**config.mk**
```make
export PLATFORM = sky130hd
export DESIGN_NAME = camera_serial_framer
export DESIGN_NICKNAME = d
export VERILOG_FILES = /design/src/camera_serial_framer.v /design/src/serial_byte_tx.v
export VERILOG_INCLUDE_DIRS = /design/src /design/src/src
export SDC_FILE = /design/constraint.sdc
export NUM_CORES = 1
export LEC_CHECK = 0
export ABC_AREA = 1
export BUFFER_PORTS_ARGS = -buffer_cell sky130_fd_sc_hd__buf_2
export CAP_MARGIN = 20
export CORE_MARGIN = 4
export CORE_UTILIZATION = 60
export CTS_BUF_LIST = sky130_fd_sc_hd__clkbuf_4 sky130_fd_sc_hd__clkbuf_8
export DETAILED_ROUTE_END_ITERATION = 8
export PLACE_DENSITY_LB_ADDON = 0.25
export REMOVE_ABC_BUFFERS = 1
export SYNTH_ARGS = -nofsm -noshare
export SYNTH_HDL_FRONTEND = slang
export SYNTH_SLANG_ARGS = --single-unit
```
**constraint.sdc**
```tcl
create_clock -name clk -period 4.05 [get_ports clk]
set_input_delay 0.81 -clock clk [delete_from_list [all_inputs] [get_ports clk]]
set_output_delay 0.81 -clock clk [all_outputs]
set_load 0.1 [all_outputs]
```
**src/camera_framer_defs.vh**
```
/*
 * Constants of the camera serial framer: synchronisation codes, pipeline
 * depth, clock generation steps and reset values.
 * Assumes inclusion by bare name from the design files under src/.
 */
// Overview of operation
// - Pixel bytes of every format pass unchanged; no format configuration exists.
// - With frame-limit option absent the stream is always standard CSI-1.
// - Serial data changes only on falling edges of the forwarded clock.
// - Forwarded clock toggles continuously, blanking included, never gated.
// - Serial data is bytewise, least significant bit first.
// - Serial data idles high whenever no byte is being transferred.
// - Only bytes with frame and line valid are sent; blanking bytes dropped.
// - Each line starts with line start code, first line with frame start.
// - Each line ends with line end code, last line with frame end; here frame end only when frame valid falls together with line valid.
// - Frame start code 0xFF000002 marks a new frame.
// - Frame end code 0xFF000003 closes last line and frame.
// - Codes begin with eight ones, sixteen zeros; never inside pixel data.
// - Eight ones then sixteen zeros forces the completing zero byte to 0x01.
// - Escape detection spans byte boundaries in serial bit order.
// - Parallel data is captured on the falling pixel clock edge.
// - Forwarded clock runs at eight times the pixel clock; one byte per pixel.
// - First line rise in a frame sends frame start, later rises line start.
// - Line fall sends line end; joint fall with frame valid sends frame end.
`ifndef CAMERA_FRAMER_DEFS_VH
`define CAMERA_FRAMER_DEFS_VH

// Code type bytes (fourth byte of each code)
`define LINE_START_CODE     8'h00
`define LINE_END_CODE       8'h01
`define FRAME_START_MARKER  8'h02
`define FRAME_END_MARKER    8'h03
// Leading bytes of every code
`define CODE_LEAD_BYTE      8'hFF
`define CODE_ZERO_BYTE      8'h00
// Byte sent when the line is idle
`define IDLE_BYTE           8'hFF
// Pixel bytes wait this many slots so a start code can go first
`define DATA_DELAY_SLOTS    3'h4
// Half serial clock periods per pixel slot (eight bits, two edges each)
`define HALF_BITS_PER_SLOT  9'h010
// Pixel clock period in system cycles assumed until first measurement
`define RESET_SLOT_PERIOD   8'h14
`define ESCAPED_ZERO        8'h01

`endif

```
**src/camera_serial_framer.v**
```verilog
/*
 * Camera parallel to CSI-1 serial framer: samples the pixel port, embeds
 * line and frame codes, escapes code-like pixel data, serializes bytes.
 * Assumes the pixel port is asynchronous to clk and the pixel clock is at
 * most one sixteenth of clk; line blanking lasts at least eight pixels.
 */
`include "camera_framer_defs.vh"

module camera_serial_framer (
    input  wire       clk,
    input  wire       rst_n,
    input  wire       pixel_clock_in,
    input  wire       frame_valid,
    input  wire       line_valid,
    input  wire [7:0] pixel_data,
    output wire       serial_clk,
    output wire       serial_data
);

    // ****************************************************************
    // Functions
    // ****************************************************************
    function [7:0] code_byte;
        input [7:0] code_type;
        input [1:0] index;
        begin
            case (index)
                2'h0:    code_byte = `CODE_LEAD_BYTE;
                2'h1:    code_byte = `CODE_ZERO_BYTE;
                2'h2:    code_byte = `CODE_ZERO_BYTE;
                default: code_byte = code_type;
            endcase
        end
    endfunction

    // Eight ones ending in the older or newer byte, then zeros to the end
    function needs_escape;
        input [7:0] older;
        input [7:0] newer;
        input [7:0] current;
        integer k;
        begin
            needs_escape = 1'b0;
            for (k = 0; k < 8; k = k + 1) begin
                if (current == 8'h00 && newer == (8'hFF >> (8 - k)) &&
                    (older | (8'hFF >> (8 - k))) == 8'hFF)
                    needs_escape = 1'b1;
            end
        end
    endfunction

    // ****************************************************************
    // Input synchronisers
    // ****************************************************************
    reg [10:0] sync_a;
    reg [10:0] sync_b;
    reg        pclk_prev;

    always @(posedge clk) begin
        if (!rst_n) begin
            sync_a    <= 11'h000;
            sync_b    <= 11'h000;
            pclk_prev <= 1'b0;
        end else begin
            sync_a    <= {pixel_clock_in, frame_valid, line_valid, pixel_data};
            sync_b    <= sync_a;
            pclk_prev <= sync_b[10];
        end
    end

    wire       pclk_s = sync_b[10];
    wire       fv_s   = sync_b[9];
    wire       lv_s   = sync_b[8];
    wire [7:0] data_s = sync_b[7:0];
    // Falling pixel clock edge starts a byte slot
    wire       slot_tick = pclk_prev & ~pclk_s;

    // ****************************************************************
    // Framing
    // ****************************************************************
    reg        fv_prev;
    reg        lv_prev;
    reg        first_line_pending;
    reg        line_open;
    reg [7:0]  dly_byte [0:3];
    reg [3:0]  dly_valid;
    reg        code_active;
    reg [1:0]  code_index;
    reg [7:0]  code_type;
    reg [2:0]  end_wait;
    reg [7:0]  end_type;
    reg [7:0]  hist_older;
    reg [7:0]  hist_newer;
    reg [7:0]  tx_byte;

    wire line_rise = lv_s & ~lv_prev & fv_s;
    wire line_fall = ~lv_s & lv_prev & line_open;
    wire frame_fall = ~fv_s & fv_prev;
    // A frame rise together with a line rise still opens the frame
    wire frame_rise = fv_s & ~fv_prev;
    wire capture = fv_s & lv_s;
    wire end_now = (end_wait == 3'h1);

    reg [7:0] next_tx_byte;
    reg       next_code_active;
    reg [1:0] next_code_index;
    reg [7:0] next_code_type;
    reg       emit_pixel;

    always @* begin
        next_tx_byte     = `IDLE_BYTE;
        next_code_active = code_active;
        next_code_index  = code_index;
        next_code_type   = code_type;
        emit_pixel       = 1'b0;
        if (line_rise) begin
            // First line of a frame opens with the frame marker
            next_code_type = (first_line_pending | frame_rise) ? `FRAME_START_MARKER
                                                               : `LINE_START_CODE;
            next_tx_byte     = code_byte(next_code_type, 2'h0);
            next_code_active = 1'b1;
            next_code_index  = 2'h1;
        end else if (end_now) begin
            next_code_type   = end_type;
            next_tx_byte     = code_byte(end_type, 2'h0);
            next_code_active = 1'b1;
            next_code_index  = 2'h1;
        end else if (code_active) begin
            next_tx_byte     = code_byte(code_type, code_index);
            next_code_active = (code_index != 2'h3);
            next_code_index  = code_index + 2'h1;
        end else if (dly_valid[3]) begin
            emit_pixel = 1'b1;
            // Pixel bytes go through untouched except for escapes
            if (needs_escape(hist_older, hist_newer, dly_byte[3]))
                next_tx_byte = `ESCAPED_ZERO;
            else
                next_tx_byte = dly_byte[3];
        end
    end

    integer i;

    always @(posedge clk) begin
        if (!rst_n) begin
            fv_prev            <= 1'b0;
            lv_prev            <= 1'b0;
            first_line_pending <= 1'b0;
            dly_valid          <= 4'h0;
            code_active        <= 1'b0;
            code_index         <= 2'h0;
            code_type          <= `LINE_START_CODE;
            end_wait           <= 3'h0;
            end_type           <= `LINE_END_CODE;
            hist_older         <= 8'h00;
            hist_newer         <= 8'h00;
            tx_byte            <= `IDLE_BYTE;
            for (i = 0; i < 4; i = i + 1)
                dly_byte[i] <= 8'h00;
        end else if (slot_tick) begin
            fv_prev     <= fv_s;
            lv_prev     <= lv_s;
            tx_byte     <= next_tx_byte;
            code_active <= next_code_active;
            code_index  <= next_code_index;
            code_type   <= next_code_type;
            // Frame valid rise arms the frame marker for the next line
            if (frame_rise & ~line_rise)
                first_line_pending <= 1'b1;
            else if (line_rise)
                first_line_pending <= 1'b0;
            // Line end code waits for the delayed pixels to drain
            if (line_fall) begin
                end_wait <= `DATA_DELAY_SLOTS;
                end_type <= frame_fall ? `FRAME_END_MARKER
                                       : `LINE_END_CODE;
            end else if (end_wait != 3'h0) begin
                end_wait <= end_wait - 3'h1;
            end
            dly_byte[0]  <= data_s;
            dly_valid[0] <= capture;
            for (i = 1; i < 4; i = i + 1)
                dly_byte[i] <= dly_byte[i - 1];
            dly_valid[3:1] <= dly_valid[2:0];
            // Escape history restarts after each code
            if (emit_pixel) begin
                hist_older <= hist_newer;
                hist_newer <= next_tx_byte;
            end else if (next_code_active | line_rise | end_now) begin
                hist_older <= 8'h00;
                hist_newer <= 8'h00;
            end
        end
    end

    // ****************************************************************
    // Line tracking
    // ****************************************************************
    // Only a line opened inside a valid frame may be closed; a line-valid
    // pulse while frame valid is low leaves no end code behind
    always @(posedge clk) begin
        if (!rst_n) begin
            line_open <= 1'b0;
        end else if (slot_tick) begin
            if (line_rise)
                line_open <= 1'b1;
            else if (line_fall)
                line_open <= 1'b0;
        end
    end

    // ****************************************************************
    // Serializer, standard CSI-1 stream only
    // ****************************************************************
    serial_byte_tx u_tx (
        .clk         (clk),
        .rst_n       (rst_n),
        .slot_tick   (slot_tick),
        .load_byte   (tx_byte),
        .serial_clk  (serial_clk),
        .serial_data (serial_data)
    );

endmodule // camera_serial_framer

```
**src/serial_byte_tx.v**
```verilog
/*
 * Byte serializer with forwarded clock, derived from the measured pixel
 * slot period: sixteen clock edges are spread evenly across each slot.
 * Assumes a slot period of at least sixteen system cycles.
 */
`include "camera_framer_defs.vh"

module serial_byte_tx (
    input  wire       clk,
    input  wire       rst_n,
    input  wire       slot_tick,
    input  wire [7:0] load_byte,
    output reg        serial_clk,
    output reg        serial_data
);

    reg [7:0] slot_count;
    reg [7:0] slot_period;
    reg [8:0] phase;
    reg [7:0] shift;

    wire [8:0] phase_step = phase + `HALF_BITS_PER_SLOT;
    wire       edge_due   = phase_step >= {1'b0, slot_period};

    always @(posedge clk) begin
        if (!rst_n) begin
            slot_count  <= 8'h00;
            slot_period <= `RESET_SLOT_PERIOD;
            phase       <= 9'h000;
            shift       <= `IDLE_BYTE;
            serial_clk  <= 1'b0;
            serial_data <= 1'b1;
        end else if (slot_tick) begin
            // Realign to the slot: falling edge with bit 0 presented
            slot_count  <= 8'h00;
            // A stalled pixel clock keeps the last measured period
            if (slot_count != 8'hFF)
                slot_period <= slot_count + 8'h01;
            phase       <= 9'h000;
            serial_clk  <= 1'b0;
            shift       <= load_byte;
            serial_data <= load_byte[0];
        end else begin
            if (slot_count != 8'hFF)
                slot_count <= slot_count + 8'h01;
            // Keeps toggling on the last period even without slots
            if (edge_due) begin
                phase      <= phase_step - {1'b0, slot_period};
                serial_clk <= ~serial_clk;
                if (serial_clk) begin
                    // Falling edge: next bit, ones after the byte
                    shift       <= {1'b1, shift[7:1]};
                    serial_data <= shift[1];
                end
            end else begin
                phase <= phase_step;
            end
        end
    end

endmodule // serial_byte_tx

```
After elaboration in Yosys (flattened, before gate mapping)

Memories as Yosys holds them, arrays and structs flattened.
Cells that the tools add are included.

$add $sub $neg: 5
Bitwise gates (word level): 24
Mux-type cells: 56
Magnitude comparators: 1
Reductions and logical operators: 39
Equality and inequality tests: 19

Operators with widths:

| kind                                           | count |
|---|---|
| 2-to-1 mux 8 bit                               | 17 |
| 2-to-1 mux 1 bit                               | 30 |
| AND reduction 2 bit                            | 9 |
| logical AND 1 bit                              | 16 |
| zero test 8 bit                                | 2 |
| one-hot mux 8 bit (2 select lines)             | 1 |
| nonzero test 2 bit                             | 7 |
| 2-to-1 mux 2 bit                               | 5 |
| adder 9 x 5 -> 9 bit (second input constant)   | 1 |
| AND 1 bit                                      | 9 |
| greater-or-equal comparator 9 x 8 -> 1 bit     | 1 |
| 2-to-1 mux 9 bit                               | 1 |
| subtractor 9 x 8 -> 9 bit                      | 1 |
| adder 8 x 1 -> 8 bit (second input constant)   | 1 |
| == test 8 x 1 -> 1 bit (second input constant) | 1 |
| == test 8 x 2 -> 1 bit (second input constant) | 1 |
| == test 8 x 3 -> 1 bit (second input constant) | 1 |
| == test 8 x 4 -> 1 bit (second input constant) | 1 |
| == test 8 x 5 -> 1 bit (second input constant) | 1 |
| == test 8 x 6 -> 1 bit (second input constant) | 1 |
| == test 8 x 7 -> 1 bit (second input constant) | 1 |
| == test 8 bit (second input constant)          | 1 |
| != test 8 bit (second input constant)          | 1 |
| NOT 1 bit                                      | 8 |
| other kinds (16)                               | 26 |

Word-level logic and storage cells: 167
RAM bits: 32
Memories: 1
Register bits: 112

Memory list:

| name     | depth | bits a word | read ports | clocked after Yosys merged registers in | wr ports | RTL line                  | RTL |
|---|---|---|---|---|---|---|---|
| dly_byte | 4     | 8           | 4          | 0                                       | 4        | camera_serial_framer.v:85 | `reg [7:0] dly_byte [0:3];` |

Depth between registers and ports, before layout

Depth after elaboration: 21
Gate-level depth with buffers: 14
Gate-level depth less buffers: 14

Modules after synthesis

A second synthesis with hierarchy kept.

Cells, all modules: 714
Area total of the unflattened synthesis: 5783.0 sq um

By module, submodules not included:

| module               | cells each | instances | area each (sq um) |
|---|---|---|---|
| camera_serial_framer | 452        | 1         | 3928.8 |
| serial_byte_tx       | 262        | 1         | 1854.3 |

Worst setup path before layout

OpenSTA, ideal clock, no wires.

Path type: input-to-reg
Start point: in rst_n
End point: mem dly_byte[0][0] (enable)
Path buffers: 2
Setup time: 0.377 ns
Cell stages on the path: 5
Arrival: 1.760 ns
Slack: 1.913 ns
Path through: clkbuf_1 > clkinv_1 > nor2_1 > inv_1 > buf_2

RTL lines:

| element     | RTL line                  | RTL |
|---|---|---|
| from (decl) | camera_serial_framer.v:11 | `input wire rst_n,` |
| to (decl)   | camera_serial_framer.v:85 |  |

==> results_dict.tcl <==
set metrics [dict create \
    wirelength_um 9660 \
    grt_pass1_vias 3994 \
    via_per_inst 5.22 \
    die_w_um 105 \
    synth_edf_count 32 \
    cts_root_buf "clkbuf_8" \
    fin_crit_sh 0.592 \
    rsz0062_at_grt "no" \
    setup_violations 0 \
    min_path_cells 2 \
    syn_inst 674 \
    hold_end "sync_b[1]" \
    ys_warn_count 0 \
    setup-tns-final_ps 0 \
    post_cts_buffers 0 \
    overflow 0 \
    cts_inserted_buffers 17 \
    ctsHoldBuffers 0 \
    grt_usage 0.188 \
    grt_max_degree 51 \
    portBuffers 14 \
    die_h_um 105 \
    crit_path_start_kind "primary input" \
    initial_core_util 0.630 \
    ios 15 \
    clkLatencyLatePin_ps 440 \
    seqPwrFrac 0.449 \
    layout-drive-gt1-share 0.101 \
    fill_cells 716 \
    hold_viol 0 \
    combPwrFrac 0.214 \
    worstPathRequired_ps 4200 \
    antenna_cells 0 \
    crit_arrival_ps 2540 \
    skew_ps 9.51 \
    power_switching_mw 1.13 \
    critPathMaxFanout 38 \
    status "finished clean" \
    ant_nets 0 \
    clockPowerShare 0.337 \
    seq_area_frac_synth 0.522 \
    worstSetupPathType "primary input to flop" \
    synth_cell_types 42 \
    core_area_sq_mm 0.00889 \
    ir_worst_vdd_uv 300 \
    hold_class "flop to flop" \
    endpoint_kind "flop" \
    layout.nets 717 \
    htreeDepth 4 \
    final_core_utilization 0.692 \
    syn-mean-instance-area_sq_um 8.31 \
    worstHoldStart "sync_a[1]" \
    slew_viol_final 0 \
    cts_tree "yes" \
    ys_ff_latch 130 \
    dp_cells 777 \
    max_cap_viol_count 0 \
    cts_buffer_depth 2 \
    p_leak_nw 2.68 \
    synth_area_sq_mm 0.00560 \
    r2r_end "u_tx.shift[0]" \
    post_cts_resized 0 \
    wl_per_cell_um 11.9 \
    grt_pass1_wl_um 17100 \
    tightest_slew_ps 672 \
    drc 0 \
    cts.clk_slew.worst_paths_ps 90 \
    rr_worst_depth 12 \
    p_int_mw 2.21 \
    fin_crit_ps 2400 \
    max-slew-margin-rel 0.551 \
    num_rows 34 \
    synth-async-reset-ratio 0 \
    power.density_mw_per_mm2 542 \
    clock.fmax_mhz 417 \
    gp_congestion 0.863 \
    synthFlopType "dfxtp_1" \
    layout.cells.non_filler 809 \
    r2r_setup_slack_ps 1680 \
    dieArea_sq_mm 0.0109 \
    vias 4220 \
    hpwlAfterDp_um 6390 \
    area_growth_pct 9.76 \
    switching_share 0.339 \
    cts_sinks 130 \
    dr.pass1.iters 4 \
    rr_startpoint "u_tx.phase[4]" \
    drtIter0Drc 180 \
    grt_antenna_before_repair 0 \
]
## placed cells by master (no fill, tap or decap), drive strengths merged, types with 4 or more instances in the layout
master  netlist  final
nand2       130    130
inv         116    125
dfxtp        98     98
nor2         78     78
a21oi        53     53
o21ai        47     47
edfxtp       32     32
nand3        24     24
buf          11     19
clkbuf       13     17
ha           15     15
xor2          9      9
o211ai        9      9
clkinv        2      6
nand4         5      5
xnor2         5      5
o22ai         5      5
a211oi        5      5
a31oi         4      4
nor3          4      4
## stage by stage
stage	power (mW)	hold slack [ps]	area [sq um]	setup WS [ps]
after floorplan	2.08	390	5480	1050
after global placement	2.19	395	5730	1270
after detailed placement	2.23	398	5730	1210
after CTS	3.35	419	6150	1680
after global routing	3.52	436	6150	1480
final	3.34	418	6150	1650
## how the worst max path moves through the flow
stage | startpoint | slack, ps | cells past startpoint | endpoint
2_1_floorplan | sync_b[10] | 1050 | 3 | dly_byte[0][0]
3_3_place_gp | rst_n | 1270 | 6 | dly_byte[0][4]
3_5_place_dp | rst_n | 1210 | 6 | dly_byte[0][4]
4_1_cts | u_tx.phase[4] | 1680 | 12 | u_tx.shift[0]
5_1_grt | u_tx.phase[4] | 1480 | 12 | u_tx.shift[5]
6_report | rst_n | 1650 | 6 | dly_byte[0][23]
## area by class of cell
cell class	instances	area (sq um)	share of cell area
clock buffer	17	234	0.0380
clock inverter	15	186	0.0303
inverter	118	448	0.0728
multi-input combinational	402	2120	0.344
sequential	130	2920	0.475
tap	108	135	0.0220
timing repair buffer	19	108	0.0175
## critical path, stage by stage
cell	delay, ps
buf_2	90
clkinv_1	50
buf_4	230
nor2_1	580
inv_1	370
buf_4	370
## registers in the layout, summed over array words and instances, names as in the netlist, 3 cells and up
| signal | flops |
|---|---|
| tx_byte | 8 |
| u_tx.phase | 9 |
| end_wait | 3 |
| hist_newer | 8 |
| hist_older | 8 |
| u_tx.slot_period | 8 |
| sync_a | 11 |
| sync_b | 11 |
| dly_byte | 32 |
| u_tx.shift | 8 |
| dly_valid | 4 |
| u_tx.slot_count | 8 |
## synth_stat cells, types with 3 or more instances
library cell | n | share of area
o22ai_1 | 5 | 0.0056
clkbuf_1 | 13 | 0.0087
nand3_1 | 22 | 0.020
a211oi_1 | 5 | 0.0067
xnor2_1 | 5 | 0.0078
nor2_2 | 3 | 0.0034
dfxtp_1 | 98 | 0.35
nand2_1 | 128 | 0.086
a21oi_1 | 52 | 0.046
o21ai_0 | 43 | 0.038
a31oi_1 | 4 | 0.0045
buf_1 | 3 | 0.0020
nand4_1 | 5 | 0.0056
o211ai_1 | 8 | 0.011
edfxtp_1 | 32 | 0.17
buf_6 | 3 | 0.0060
xor2_1 | 8 | 0.013
inv_1 | 114 | 0.076
ha_1 | 15 | 0.033
nor2_4 | 3 | 0.0060
nor2_1 | 71 | 0.048
nor3_1 | 3 | 0.0027
buf_2 | 4 | 0.0036
o21ai_1 | 3 | 0.0027
## layer usage
| metal | vias up | GRT usage | part of all wire |
|---|---|---|---|
| met3 | 10 | 0.0530 | 0.043 |
| met5 | - | 0 | 0 |
| li1 | 2176 | - | - |
| met2 | 73 | 0.324 | 0.50 |
| met4 | 0 | 0.0553 | 0.0093 |
| met1 | 1961 | 0.231 | 0.45 |
## cell families after synthesis
kind of cell,Yosys count,synth area share
AO/OA/AOI/OAI,124,0.124
AND/OR/NAND/NOR,248,0.192
flip-flops,130,0.522
XOR/XNOR,14,0.0232
adder cells (fa/ha/maj),16,0.0371
buffers and inverters,142,0.102
## power groups by stage
| stage | sequential [mW] | combinational [mW] | clock, mW |
|---|---|---|---|
| final | 1.50 | 0.714 | 1.13 |
| after global routing | 1.51 | 0.804 | 1.20 |
| after CTS | 1.50 | 0.707 | 1.14 |
| after detailed placement | 1.52 | 0.703 | 0 |
| after global placement | 1.52 | 0.670 | 0 |
| after floorplan | 1.58 | 0.499 | 0 |
Note: power is estimated with default switching activity, not from simulation.
